[src/include/dlr_pkg.sv]
// Package holding constants for the display link lane receiver and reset filter.
// Assumes a single 20 MHz system clock drives every user of these constants.
package dlr_pkg;

    // System clock period in ns.
    localparam int unsigned CLK_PERIOD_NS = 50;

    // Reset pulse filter thresholds in ns.
    localparam int unsigned RST_REJECT_NS = 5000;
    localparam int unsigned RST_ACCEPT_NS = 10000;
    // A shorter pulse is dropped, so the least figure rounds up.
    localparam int unsigned RST_REJECT_CYC = (RST_REJECT_NS + CLK_PERIOD_NS - 1) / CLK_PERIOD_NS;
    // A longer pulse always resets, so the longest figure rounds down.
    localparam int unsigned RST_ACCEPT_CYC = RST_ACCEPT_NS / CLK_PERIOD_NS;
    // Glitch tolerated inside a valid low pulse, in cycles.
    localparam int unsigned RST_GLITCH_CYC = RST_REJECT_CYC;

    // Reset completion limits in ms.
    localparam int unsigned DONE_SLPIN_MS = 5;
    localparam int unsigned DONE_SLPOUT_MS = 120;
    localparam int unsigned OTP_LOAD_MS = 5;
    localparam int unsigned DONE_SLPIN_CYC = DONE_SLPIN_MS * 1000000 / CLK_PERIOD_NS;
    localparam int unsigned DONE_SLPOUT_CYC = DONE_SLPOUT_MS * 1000000 / CLK_PERIOD_NS;
    localparam int unsigned OTP_LOAD_CYC = OTP_LOAD_MS * 1000000 / CLK_PERIOD_NS;

    // End-of-burst skip window, least value in ns.
    localparam int unsigned HS_SKIP_NS = 40;
    localparam int unsigned HS_SKIP_CYC = (HS_SKIP_NS + CLK_PERIOD_NS - 1) / CLK_PERIOD_NS;
    // Clock lane termination enable, latest value in ns.
    localparam int unsigned TERM_EN_NS = 38;
    localparam int unsigned TERM_EN_CYC = (TERM_EN_NS / CLK_PERIOD_NS) < 1 ? 1 : TERM_EN_NS / CLK_PERIOD_NS;
    // Turnaround low-power state length, 50 to 75 ns; one system cycle sits inside.
    localparam int unsigned TA_LPX_NS = 50;
    localparam int unsigned TA_LPX_CYC = (TA_LPX_NS + CLK_PERIOD_NS - 1) / CLK_PERIOD_NS;
    // Device drives both-low for five periods in turnaround.
    localparam int unsigned TA_GET_LPX = 5;

    // Low-power line states, bit1 = positive line, bit0 = negative line.
    localparam logic [1:0] LP_00 = 2'h0;
    localparam logic [1:0] LP_01 = 2'h1;
    localparam logic [1:0] LP_10 = 2'h2;
    localparam logic [1:0] LP_11 = 2'h3;

    // Escape-free data receiver states.
    typedef enum logic [2:0] {
        DLR_STOP, DLR_HS_RQST, DLR_PREP, DLR_HS, DLR_SKIP, DLR_TA_RQST, DLR_TA_DRIVE
    } dlr_lane_type;

endpackage : dlr_pkg

[src/core/dlr_top.sv]
// Display link lane 0 receiver with turnaround and the module reset filter.
// Assumes the link pins arrive unsynchronised; the link clock is sampled as data.
`timescale 1ns/100ps
module dlr_top #(
    parameter int unsigned DONE_SLPIN_CYC = dlr_pkg::DONE_SLPIN_CYC,
    parameter int unsigned DONE_SLPOUT_CYC = dlr_pkg::DONE_SLPOUT_CYC,
    parameter int unsigned OTP_LOAD_CYC = dlr_pkg::OTP_LOAD_CYC,
    parameter int unsigned OTP_WIDTH = 16
) (
    // Clock and reset.
    input wire logic SYS_CLK_I,
    input wire logic NRST_I,
    // Module reset pin, active low.
    input wire logic RESET_IN_LOW_N_I,
    // Mode and one-time memory.
    input wire logic SLEEP_OUT_I,
    input wire logic [OTP_WIDTH-1:0] OTP_DATA_I,
    // Link pins: clock lane sampled, lane 0 low-power and high-speed data.
    input wire logic CLK_LANE_LP_P_I,
    input wire logic CLK_LANE_LP_N_I,
    input wire logic CLK_LANE_HS_I,
    input wire logic D0_LP_P_I,
    input wire logic D0_LP_N_I,
    input wire logic D0_HS_I,
    // Lane 0 low-power drive during turnaround.
    output logic D0_LP_P_O,
    output logic D0_LP_N_O,
    output logic D0_LP_OE_O,
    // Termination enables.
    output logic CLK_TERM_EN_O,
    output logic D0_TERM_EN_O,
    // Received bytes.
    output logic RX_VALID_O,
    input wire logic RX_READY_I,
    output logic [7:0] RX_DATA_O,
    output logic RX_OVERRUN_O,
    // Reset status.
    output logic RESET_BUSY_O,
    output logic BLANK_O,
    output logic [OTP_WIDTH-1:0] OTP_REG_O
);
    // Two-flop synchronisers for the reset pin and every link pin.
    logic [6:0] s1_r;
    logic [6:0] s2_r;
    always_ff @(posedge SYS_CLK_I or negedge NRST_I)
    begin
        if (!NRST_I)
        begin
            // Idle levels: reset pin and LP lines high, link clock and data low, so no false edge follows.
            s1_r <= 7'h76;
            s2_r <= 7'h76;
        end
        else
        begin
            s1_r <= {RESET_IN_LOW_N_I, CLK_LANE_LP_P_I, CLK_LANE_LP_N_I, CLK_LANE_HS_I,
                     D0_LP_P_I, D0_LP_N_I, D0_HS_I};
            s2_r <= s1_r;
        end
    end
    logic rst_pin;
    logic [1:0] clk_lp;
    logic clk_hs;
    logic [1:0] d0_lp;
    logic d0_hs;
    assign rst_pin = s2_r[6];
    assign clk_lp = s2_r[5:4];
    assign clk_hs = s2_r[3];
    assign d0_lp = s2_r[2:1];
    assign d0_hs = s2_r[0];

    // Low-time counter with glitch bridging; short highs inside a low pulse are absorbed once the reset is taken, else they clear the count.
    logic [15:0] low_cnt_r;
    logic [15:0] hi_cnt_r;
    logic in_rst_r;
    logic pulse_go;
    assign pulse_go = (low_cnt_r >= 16'(dlr_pkg::RST_REJECT_CYC));
    always_ff @(posedge SYS_CLK_I or negedge NRST_I)
    begin
        if (!NRST_I)
        begin
            low_cnt_r <= 16'h0;
            hi_cnt_r <= 16'h0;
            in_rst_r <= 1'b0;
        end
        else if (!rst_pin)
        begin
            hi_cnt_r <= 16'h0;
            if (low_cnt_r != 16'hffff)
                low_cnt_r <= low_cnt_r + 16'h1;
            if (pulse_go)
                in_rst_r <= 1'b1;
        end
        else if (hi_cnt_r < 16'(dlr_pkg::RST_GLITCH_CYC))
        begin
            // A short high is a glitch; the low count is held once the reset is taken, else it is cleared.
            hi_cnt_r <= hi_cnt_r + 16'h1;
            if (!in_rst_r)
                low_cnt_r <= 16'h0;
        end
        else
        begin
            low_cnt_r <= 16'h0;
            in_rst_r <= 1'b0;
        end
    end

    // Reset sequencer: busy while the filtered reset is held and until the completion count runs out.
    logic busy_r;
    logic from_slpout_r;
    logic [31:0] done_cnt_r;
    logic [OTP_WIDTH-1:0] otp_r;
    always_ff @(posedge SYS_CLK_I or negedge NRST_I)
    begin
        if (!NRST_I)
        begin
            busy_r <= 1'b1;
            from_slpout_r <= 1'b0;
            done_cnt_r <= 32'h0;
            otp_r <= '0;
        end
        else if (in_rst_r)
        begin
            if (!busy_r)
                from_slpout_r <= SLEEP_OUT_I;
            busy_r <= 1'b1;
            done_cnt_r <= 32'h0;
        end
        else if (busy_r)
        begin
            done_cnt_r <= done_cnt_r + 32'h1;
            if (done_cnt_r == 32'(OTP_LOAD_CYC - 1))
                otp_r <= OTP_DATA_I;
            if (done_cnt_r == 32'((from_slpout_r ? DONE_SLPOUT_CYC : DONE_SLPIN_CYC) - 1))
                busy_r <= 1'b0;
        end
    end
    assign RESET_BUSY_O = busy_r;
    assign BLANK_O = busy_r;
    assign OTP_REG_O = otp_r;

    // While the reset sequencer is not busy, clock lane termination follows the prepare state within one cycle.
    logic clk_term_r;
    always_ff @(posedge SYS_CLK_I or negedge NRST_I)
    begin
        if (!NRST_I)
            clk_term_r <= 1'b0;
        else if (busy_r || clk_lp == dlr_pkg::LP_11)
            clk_term_r <= 1'b0;
        else if (clk_lp == dlr_pkg::LP_00)
            clk_term_r <= 1'b1;
    end
    assign CLK_TERM_EN_O = clk_term_r;

    // Clock lane edge detection on the sampled high-speed clock.
    logic clk_hs_d_r;
    always_ff @(posedge SYS_CLK_I or negedge NRST_I)
    begin
        if (!NRST_I)
            clk_hs_d_r <= 1'b0;
        else
            clk_hs_d_r <= clk_hs;
    end
    logic clk_rise;
    assign clk_rise = clk_hs && !clk_hs_d_r;

    // Lane 0 state machine.
    dlr_pkg::dlr_lane_type st_r;
    logic [3:0] tcnt_r;
    logic [2:0] bit_cnt_r;
    logic [7:0] shift_r;
    logic byte_v_r;
    logic [7:0] byte_r;
    logic buf_ready;
    logic ovr_r;
    always_ff @(posedge SYS_CLK_I or negedge NRST_I)
    begin
        if (!NRST_I)
        begin
            st_r <= dlr_pkg::DLR_STOP;
            tcnt_r <= 4'h0;
            bit_cnt_r <= 3'h0;
            shift_r <= 8'h0;
            byte_v_r <= 1'b0;
            byte_r <= 8'h0;
            ovr_r <= 1'b0;
        end
        else
        begin
            byte_v_r <= 1'b0;
            if (busy_r)
            begin
                st_r <= dlr_pkg::DLR_STOP;
                ovr_r <= 1'b0;
            end
            else
            begin
                // Overrun is judged when the byte meets the buffer, so a pop in that cycle does not make room for it.
                if (byte_v_r && !buf_ready)
                    ovr_r <= 1'b1;
                unique case (st_r)
                    dlr_pkg::DLR_STOP:
                    begin
                        if (d0_lp == dlr_pkg::LP_01)
                            st_r <= dlr_pkg::DLR_HS_RQST;
                        else if (d0_lp == dlr_pkg::LP_10)
                            st_r <= dlr_pkg::DLR_TA_RQST;
                    end
                    dlr_pkg::DLR_HS_RQST:
                    begin
                        if (d0_lp == dlr_pkg::LP_00)
                            st_r <= dlr_pkg::DLR_PREP;
                        else if (d0_lp == dlr_pkg::LP_11)
                            st_r <= dlr_pkg::DLR_STOP;
                    end
                    dlr_pkg::DLR_PREP:
                    begin
                        bit_cnt_r <= 3'h0;
                        // Leader bit of the sync pattern starts data.
                        if (clk_rise && d0_hs)
                            st_r <= dlr_pkg::DLR_HS;
                        else if (d0_lp == dlr_pkg::LP_11)
                            st_r <= dlr_pkg::DLR_STOP;
                    end
                    dlr_pkg::DLR_HS:
                    begin
                        if (d0_lp == dlr_pkg::LP_11)
                        begin
                            st_r <= dlr_pkg::DLR_SKIP;
                            tcnt_r <= 4'h0;
                        end
                        else if (clk_rise)
                        begin
                            shift_r <= {d0_hs, shift_r[7:1]};
                            bit_cnt_r <= bit_cnt_r + 3'h1;
                            if (bit_cnt_r == 3'h7)
                            begin
                                byte_r <= {d0_hs, shift_r[7:1]};
                                byte_v_r <= 1'b1;
                            end
                        end
                    end
                    dlr_pkg::DLR_SKIP:
                    begin
                        // Line activity is ignored while the window runs.
                        tcnt_r <= tcnt_r + 4'h1;
                        if (tcnt_r == 4'(dlr_pkg::HS_SKIP_CYC - 1))
                            st_r <= dlr_pkg::DLR_STOP;
                    end
                    dlr_pkg::DLR_TA_RQST:
                    begin
                        tcnt_r <= 4'h0;
                        if (d0_lp == dlr_pkg::LP_00)
                            st_r <= dlr_pkg::DLR_TA_DRIVE;
                        else if (d0_lp == dlr_pkg::LP_11)
                            st_r <= dlr_pkg::DLR_STOP;
                    end
                    dlr_pkg::DLR_TA_DRIVE:
                    begin
                        // One state per cycle: 50 ns sits in the 50 to 75 ns window.
                        tcnt_r <= tcnt_r + 4'h1;
                        if (tcnt_r == 4'(dlr_pkg::TA_GET_LPX * dlr_pkg::TA_LPX_CYC + 1))
                            st_r <= dlr_pkg::DLR_STOP;
                    end
                endcase
            end
        end
    end

    // Turnaround drive: LP-00 for five periods, then LP-10 and LP-11 before release.
    always_comb
    begin
        D0_LP_OE_O = (st_r == dlr_pkg::DLR_TA_DRIVE);
        D0_LP_P_O = 1'b0;
        D0_LP_N_O = 1'b0;
        if (st_r == dlr_pkg::DLR_TA_DRIVE && tcnt_r >= 4'(dlr_pkg::TA_GET_LPX))
        begin
            D0_LP_P_O = 1'b1;
            D0_LP_N_O = (tcnt_r > 4'(dlr_pkg::TA_GET_LPX));
        end
    end
    assign D0_TERM_EN_O = (st_r == dlr_pkg::DLR_HS);
    assign RX_OVERRUN_O = ovr_r;

    // Bytes pass a two-entry buffer so a receiver stall loses nothing queued.
    dlr_buf2 #(.WIDTH(8)) u_buf (
        .clk_i(SYS_CLK_I),
        .nrst_i(NRST_I),
        .in_valid_i(byte_v_r),
        .in_ready_o(buf_ready),
        .in_data_i(byte_r),
        .out_valid_o(RX_VALID_O),
        .out_ready_i(RX_READY_I),
        .out_data_o(RX_DATA_O)
    );

    // Checks on reset filter, sequencer, clock termination, skip window and turnaround.
    short_pulse_a: assert property (@(posedge SYS_CLK_I) disable iff (!NRST_I)
        $rose(in_rst_r) |-> $past(low_cnt_r) >= 16'(dlr_pkg::RST_REJECT_CYC))
        else $error("Reset taken from a pulse below the reject length.");
    long_pulse_a: assert property (@(posedge SYS_CLK_I) disable iff (!NRST_I)
        low_cnt_r == 16'(dlr_pkg::RST_ACCEPT_CYC) |-> ##1 in_rst_r)
        else $error("Long reset pulse not accepted.");
    blank_busy_a: assert property (@(posedge SYS_CLK_I) disable iff (!NRST_I)
        in_rst_r |-> ##1 (BLANK_O && RESET_BUSY_O))
        else $error("Display not blanked during reset.");
    otp_load_a: assert property (@(posedge SYS_CLK_I) disable iff (!NRST_I)
        busy_r && !in_rst_r && done_cnt_r == 32'(OTP_LOAD_CYC - 1) |=> OTP_REG_O == $past(OTP_DATA_I))
        else $error("One-time memory not loaded in time.");
    done_in_a: assert property (@(posedge SYS_CLK_I) disable iff (!NRST_I)
        busy_r && !from_slpout_r |-> done_cnt_r < 32'(DONE_SLPIN_CYC))
        else $error("Sleep-in reset overran its completion time.");
    done_out_a: assert property (@(posedge SYS_CLK_I) disable iff (!NRST_I)
        busy_r |-> done_cnt_r < 32'(DONE_SLPOUT_CYC))
        else $error("Sleep-out reset overran its completion time.");
    clk_term_a: assert property (@(posedge SYS_CLK_I) disable iff (!NRST_I)
        !busy_r && clk_lp == dlr_pkg::LP_00 |=> CLK_TERM_EN_O)
        else $error("Clock termination late.");
    ta_low_a: assert property (@(posedge SYS_CLK_I) disable iff (!NRST_I)
        $rose(D0_LP_OE_O) |-> (D0_LP_OE_O && !D0_LP_P_O && !D0_LP_N_O) [*5])
        else $error("Turnaround both-low too short.");
    skip_win_a: assert property (@(posedge SYS_CLK_I) disable iff (!NRST_I)
        $rose(st_r == dlr_pkg::DLR_SKIP) && !busy_r |=> st_r == dlr_pkg::DLR_STOP || busy_r)
        else $error("Skip window length wrong.");
    glitch_a: assert property (@(posedge SYS_CLK_I) disable iff (!NRST_I)
        in_rst_r && rst_pin && hi_cnt_r < 16'(dlr_pkg::RST_GLITCH_CYC) |=> in_rst_r)
        else $error("Glitch ended a valid reset.");
    reset_c: cover property (@(posedge SYS_CLK_I) disable iff (!NRST_I) $fell(busy_r));
    burst_c: cover property (@(posedge SYS_CLK_I) disable iff (!NRST_I) RX_VALID_O && RX_READY_I);
    ta_c: cover property (@(posedge SYS_CLK_I) disable iff (!NRST_I) $fell(D0_LP_OE_O));
    stall_c: cover property (@(posedge SYS_CLK_I) disable iff (!NRST_I) byte_v_r && !buf_ready);

endmodule : dlr_top

[src/core/dlr_buf2.sv]
// Two-entry valid/ready buffer for received bytes.
// Assumes both sides run on the same system clock.
`timescale 1ns/100ps
module dlr_buf2 #(
    parameter int unsigned WIDTH = 8
) (
    // Clock and reset.
    input wire logic clk_i,
    input wire logic nrst_i,
    // Fill side.
    input wire logic in_valid_i,
    output logic in_ready_o,
    input wire logic [WIDTH-1:0] in_data_i,
    // Drain side.
    output logic out_valid_o,
    input wire logic out_ready_i,
    output logic [WIDTH-1:0] out_data_o
);
    logic [WIDTH-1:0] mem_r [2];
    logic rd_ptr_r;
    logic wr_ptr_r;
    logic [1:0] cnt_r;
    logic push;
    logic pop;

    // Handshakes are plain functions of the fill level.
    assign in_ready_o = (cnt_r != 2'h2);
    assign out_valid_o = (cnt_r != 2'h0);
    assign out_data_o = mem_r[rd_ptr_r];
    assign push = in_valid_i && in_ready_o;
    assign pop = out_valid_o && out_ready_i;

    // Pointers and fill level.
    always_ff @(posedge clk_i or negedge nrst_i)
    begin
        if (!nrst_i)
        begin
            rd_ptr_r <= 1'b0;
            wr_ptr_r <= 1'b0;
            cnt_r <= 2'h0;
        end
        else
        begin
            if (push)
                wr_ptr_r <= ~wr_ptr_r;
            if (pop)
                rd_ptr_r <= ~rd_ptr_r;
            cnt_r <= cnt_r + {1'b0, push} - {1'b0, pop};
        end
    end

    // Storage, written only on an accepted word.
    always_ff @(posedge clk_i)
    begin
        if (push)
            mem_r[wr_ptr_r] <= in_data_i;
    end

endmodule : dlr_buf2

[config.mk]
export PLATFORM = sky130hd
export DESIGN_NAME = dlr_top
export DESIGN_NICKNAME = d
export VERILOG_FILES = /design/src/include/dlr_pkg.sv /design/src/core/dlr_top.sv /design/src/core/dlr_buf2.sv
export SDC_FILE = /design/constraint.sdc
export NUM_CORES = 1
export LEC_CHECK = 0
export ABC_AREA = 1
export BUFFER_PORTS_ARGS = -buffer_cell sky130_fd_sc_hd__buf_2
export CAP_MARGIN = 10
export CORE_MARGIN = 1.5
export CORE_UTILIZATION = 45
export CTS_BUF_LIST = sky130_fd_sc_hd__clkbuf_8
export DETAILED_ROUTE_END_ITERATION = 8
export HOLD_SLACK_MARGIN = 0.15
export PLACE_DENSITY = 0.66
export REMOVE_ABC_BUFFERS = 1
export SYNTH_ARGS = -nofsm -noshare
export SYNTH_HDL_FRONTEND = slang
export SYNTH_SLANG_ARGS = --single-unit
[constraint.sdc]
create_clock -name SYS_CLK_I -period 1.95 [get_ports SYS_CLK_I]
set_input_delay 0.2925 -clock SYS_CLK_I [delete_from_list [all_inputs] [get_ports SYS_CLK_I]]
set_output_delay 0.2925 -clock SYS_CLK_I [all_outputs]
set_load 0.005 [all_outputs]
# --- After elaboration in Yosys (flattened, before gate mapping) ---
# Memory sizes are Yosys's and may differ from the RTL's.
# Cells that the tools add are included.
word_totals:
  inputBits: 27
  mem_count: 1
  word_cells: 140
  mem_bits_rw: 16
  register_bits: 131
mem_list:
  columns: ["memory", "depth", "width", "rd", "rd_clocked_by_memory_dff", "wr", "line_no", "source"]
  rows:
  - ["u_buf.mem_r", 2, 8, 1, 0, 1, "dlr_buf2.sv:19", "logic [WIDTH-1:0] mem_r [2];"]
classes:
  muxes: 44
  order_cmp: 4
  bitwise_logic: 5
  eq_ne: 26
  n_reduce_logical: 31
  n_addsub: 8
op_table:
  columns: ["op", "count"]
  rows:
  - ["16-bit 2-to-1 mux", 6]
  - ["32-bit 2-to-1 mux", 2]
  - ["3-bit 2-to-1 mux", 12]
  - ["16-bit by 1-bit adder with 16-bit output, second input constant", 2]
  - ["32-bit by 1-bit adder with 32-bit output, second input constant", 1]
  - ["32-bit by 17-bit == test with 1-bit output, second input constant", 1]
  - ["32-bit == test", 1]
  - ["22-bit by 1-bit subtractor with 23-bit output, second input constant", 1]
  - ["22-bit 2-to-1 mux", 1]
  - ["3-bit case mux with 7 select lines", 1]
  - ["1-bit 2-to-1 mux", 19]
  - ["16-bit by 7-bit greater-or-equal comparator with 1-bit output, second input constant", 1]
  - ["16-bit by 7-bit < comparator with 1-bit output, second input constant", 1]
  - ["16-bit != test, second input constant", 1]
  - ["2-bit nonzero test", 7]
  - ["3-bit == test, second input constant", 4]
  - ["4-bit case mux with 3 select lines", 1]
  - ["4-bit AND reduction", 3]
  - ["2-bit == test, second input constant", 3]
  - ["3-bit by 2-bit == test with 1-bit output, second input constant", 2]
  - ["1-bit logical AND", 6]
  - ["2-bit by 1-bit != test with 1-bit output, second input constant", 3]
  - ["2-bit != test, second input constant", 3]
  - ["3-bit by 1-bit != test with 1-bit output, second input constant", 2]
  - ["24 further kinds", 34]

# --- Longest topological paths before layout ---
logic_depth:
  depth_word: 6
  depth_mapped: 10
  depth_no_buf: 9

# --- Hierarchy ---
# From an unflattened synthesis, not the netlist that was laid out.
unflattened:
  cells_unflattened: 902
  area_unflattened_um2: 7273.2
by_module_without_submodules:
  columns: ["mod", "instances", "seq_area_each_um2", "area_each_um2", "cells_per_inst"]
  rows:
  - ["dlr_top", 1, 3166.8, 6444.9, 829]
  - ["dlr_buf2", 1, 580.6, 828.3, 73]

# --- Worst setup path before layout ---
# OpenSTA, ideal clock, no wires.
synth_path:
  kind: "reg-to-reg"
  start: "register busy_r (netlist: BLANK_O)"
  end: "register otp_r[10] (netlist: OTP_REG_O[10])"
  required_time_ps: 1827
  path_slack_ps: 334
  stages_incl_launch_ff: 8
  setup_time_ps: 123
  n_path_buf: 2
  arrival_time_ps: 1493
  path_cell_list: "dfstp_2 buf_4 nand2_1 nor3_2 nand3_4 buf_6 o21ai_0 nand2_1"
synth_via:
  elab_chain_cells: 1
synth_rtl:
  columns: ["item", "line_no", "source"]
  rows:
  - ["start: declaration", "dlr_top.sv:108", "logic busy_r;"]
  - ["start signal: assignment", "dlr_top.sv:116", "busy_r <= 1'b1;"]
  - ["start signal: assignment", "dlr_top.sv:125", "busy_r <= 1'b1;"]
  - ["start signal: assignment", "dlr_top.sv:134", "busy_r <= 1'b0;"]
  - ["3-bit AND reduction (no source line)", null, null]
  - ["end signal: assignment", "dlr_top.sv:119", "otp_r <= '0;"]
  - ["end signal: assignment", "dlr_top.sv:132", "otp_r <= OTP_DATA_I;"]
  - ["end: declaration", "dlr_top.sv:111", "logic [OTP_WIDTH-1:0] otp_r;"]
# No other way between the ends.
# A chain may end at the register's enable or synchronous reset.

# --- Final worst setup path ---
layout_path:
  start: "register tcnt_r[0]"
  end: "output D0_LP_N_O"
layout_via:
  elab_chain_cells: 3
layout_rtl:
  columns: ["item", "line_no", "source"]
  rows:
  - ["start: declaration", "dlr_top.sv:168", "logic [3:0] tcnt_r;"]
  - ["start signal: assignment", "dlr_top.sv:245", "tcnt_r <= tcnt_r + 4'h1;"]
  - ["start signal: assignment", "dlr_top.sv:260", "tcnt_r <= tcnt_r + 4'h1;"]
  - ["4-bit by 3-bit greater-or-equal comparator with 1-bit output", "dlr_top.sv:275", "if (st_r == dlr_pkg::DLR_TA_DRIVE && tcnt_r >= 4'(dlr_pkg::TA_GET_LPX))"]
  - ["1-bit logical AND", "dlr_top.sv:275", null]
  - ["1-bit 2-to-1 mux (*)", "dlr_top.sv:275", null]
  - ["end: declaration", "dlr_top.sv:27", "output logic D0_LP_N_O,"]
# Mark *: on every way between the ends. The rest lies on a longest branch, timed or not.

==> results by group <==
Run status
  • Status: finished clean

STA
  • Least-Margin Pin Slew: around 0.72 ns
  • Period utilisation layout: 96.4%
  • Fmax: about 0.53 GHz
  • Final setup violation count: 0
  • Final min period: around 1.9 ns
  • Relative slew slack: 51.7%
  • Fin. Hold Viols: 0
  • Max Transition Viols Final: 0
  • Hold_ws: 0.318 ns
  • Final clock skew: 0.0146 ns
  • RSZ-0062 raised after global routing: yes

Placement
  • I/O Buffers: 59
  • Hpwl dp: between 10000 and 15000 µm
  • RD Place Congestion: 0.883
  • Placed Area: 7830 µm²

Synth
  • Ys Warns: 0
  • Ys async rst share: 89.0%
  • Post-synthesis cell type count: 44
  • Yosys reg bits: around 150
  • Top-area cell type share of the netlist area: 41.2%
  • Synth top area cells: dfrtp_1 (41%), nand2_1 (13%), edfxtp_1 (6.6%), nor2_1 (5.5%), inv_1 (4.9%)
  • Biggest area consumer among synthesized cells: dfrtp_1
  • Mean Syn Cell Area: 8.14 µm²
  • Most frequent cells after synthesis: nand2_1 (259), dfrtp_1 (119), nor2_1 (106)
  • Cells after Synth: 889
  • Most common cell in the netlist: nand2_1
  • Mapped cell area: 7230 µm²
  • Number of flops mapped to enable cells by yosys: 16
  • Main synth FF type: dfrtp_1
  • Sequential area share after synthesis: 51.8%

Floorplanning
  • Initial Util: between 40% and 50%
  • Row count: 46
  • Chip height: between 100 and 150 µm
  • # IOs: 60
  • Die area: between 15000 and 20000 µm²
  • Die width: between 100 and 150 µm
  • Core area: around 16000 µm²

Layout
  • Finished Core Util: 54.1%
  • Fill cells: 1540
  • Ant. Diodes: 0
  • Layout cell share with drive strength beyond 1: 15.9%
  • Cell area after layout: 8540 µm²
  • Multi-input combinational cell area: 3000 µm²
  • Layout overhead on the synthesized area: 18.1%
  • Nets@finish: 1035
  • Register area: 3750 µm²

Clock network
  • Clock slew at reported path FFs: 0.09 ns
  • Clock Tree Root: clkbuf_8
  • CTS tree: done
  • CTS sink count: 146
  • TritonCTS Buffers: 17
  • H-Tree Depth: 4
  • Clk buf depth: 2
  • Clk_lat worst skew: between 0.4 and 0.5 ns

Hold path
  • Worst min-delay path category: input port to async pin

Global routing
  • First-pass GRT wire length: 25000 µm
  • Largest net degree at the start of global routing: 45
  • Vias in the first global route: about 5400
  • GRT Resource Usage Total: a little under a fifth
  • Antenna violations before repair: 0
  • GRT Residual Overflow: 0

Drt
  • Vias per Instance: 4.83
  • WL per Instance: 12.1 µm
  • Final wirelength: 14800 µm
  • Final ANT Viol Nets: 0
  • Via count: between 5000 and 6000
  • DRC errors left: 0
  • DRT iter0 DRCs: ~370
  • Initial DRT Pass Iterations: 5

Worst setup path
  • Crit path kind: register to output pin
  • Critical Path RT: ~1.7 ns
  • Reg2Reg Depth: 6
  • CP max FO: 3
  • FF-to-FF setup slack: 0.17 ns
  • Arr. time, crit path: approximately 1.6 ns
  • R2r endpoint: OTP_REG_O[6]$_DFFE_PN0P_
  • CP startpoint kind: register
  • CP Capture Type: output pin
  • R2r startpoint: BLANK_O$_DFF_PN1_

Pwr
  • Cell area power density: 810 nW/µm²
  • Leak Pwr: 4.05 nW
  • Peak supply drop: 0.425 mV

Run
  • Maxcap violations: 0
-- worst max-delay path, stage by stage (launching register included) --
cell and delay [ns]:
dfrtp_1 0.42, buf_4 0.15, ha_1 0.19, nand3_1 0.09, nor3b_2 0.15, buf_2 0.12
-- where the power goes --
part | internal, mW | switching [mW]
combinational | 0.470 | 0.620
clock | 1.07 | 1.32
sequential | 3.25 | 0.185
-- cell type report --
type	count	share of cell area, %
clock buffer	17	2.74
multi-input combinational	623	35.2
clock inverter	15	1.93
inverter	103	4.54
timing repair buffer	104	8.59
sequential	146	43.9
tap	216	3.16
-- cells by family after synthesis --
| group | Yosys count | synth area share, % |
|---|---|---|
| AND/OR/NAND/NOR | 497 | 30.2 |
| buffers and inverters | 121 | 6.99 |
| AO/OA/AOI/OAI | 100 | 7.33 |
| adder cells (fa/ha/maj) | 13 | 2.25 |
| flip-flops | 146 | 51.8 |
| XOR/XNOR | 12 | 1.45 |
-- timing repair --
action	CTS	global route
endpoints found under the setup margin	9	9
endpoints found under the hold margin	144	0
setup buffers	1	2
pin swaps	0	2
gates cloned	0	1
gates resized for setup	2	5
hold buffers	26	0
-- state kept, by name, summed over array words and instances, names as in the netlist, 2 cells and up --
name,cells
u_buf.mem_r,16
s2_r,7
shift_r,7
hi_cnt_r,16
bit_cnt_r,3
OTP_REG_O,16
st_r,3
done_cnt_r,32
s1_r,7
tcnt_r,4
u_buf.cnt_r,2
byte_r,8
low_cnt_r,16
-- placed cells by master, fill, tap and decap left out, types with 5 or more instances in the layout --
cell	count
xor2_1	10
edfxtp_1	16
nand3b_1	5
inv_6	5
nor2_2	8
a21oi_1	24
inv_2	8
nand2_1	258
o21ai_0	50
inv_1	93
buf_4	16
nand3_1	66
dfrtp_1	119
nor3_1	14
ha_1	13
buf_2	58
dfstp_2	11
nand4_1	18
dlygate4sd3_1	26
nor2_4	6
o21ai_1	15
nor2_1	105
or2_2	6
clkbuf_8	17
-- layer usage --
metal | share of wire [%] | track usage [%] | wire [µm]
met1 | 48 | 25.2 | 7040
met2 | 48 | 30.1 | 7070
met3 | 3.4 | 4.22 | 508
met4 | 1.1 | 6.27 | 166
met5 | 0 | 0 | 0
-- per-stage QoR --
stage          power [mW]  setup TNS [ns]  setup slack [ns]  cells
2_1_floorplan        4.11               0            0.0312    871
3_3_place_gp         4.48               0             0.237   1162
3_5_place_dp         4.50               0             0.216   1162
4_1_cts              6.96               0            0.0126   1221
5_1_grt              7.35         -0.0228           -0.0178   1224
6_report             6.92               0            0.0700   1224
-- how the worst max path moves through the flow --
stage | to | startpoint
after floorplan | low_cnt_r[11]$_DFFE_PN0P_ | s2_r[6]$_DFF_PN1_
after global placement | OTP_REG_O[2]$_DFFE_PN0P_ | done_cnt_r[0]$_DFFE_PN0P_
after detailed placement | OTP_REG_O[1]$_DFFE_PN0P_ | done_cnt_r[0]$_DFFE_PN0P_
after CTS | D0_LP_N_O | st_r[2]$_DFFE_PN0P_
after global routing | D0_LP_N_O | tcnt_r[0]$_DFFE_PN0P_
final | D0_LP_N_O | tcnt_r[0]$_DFFE_PN0P_
Note: power is estimated with default switching activity, not from simulation.
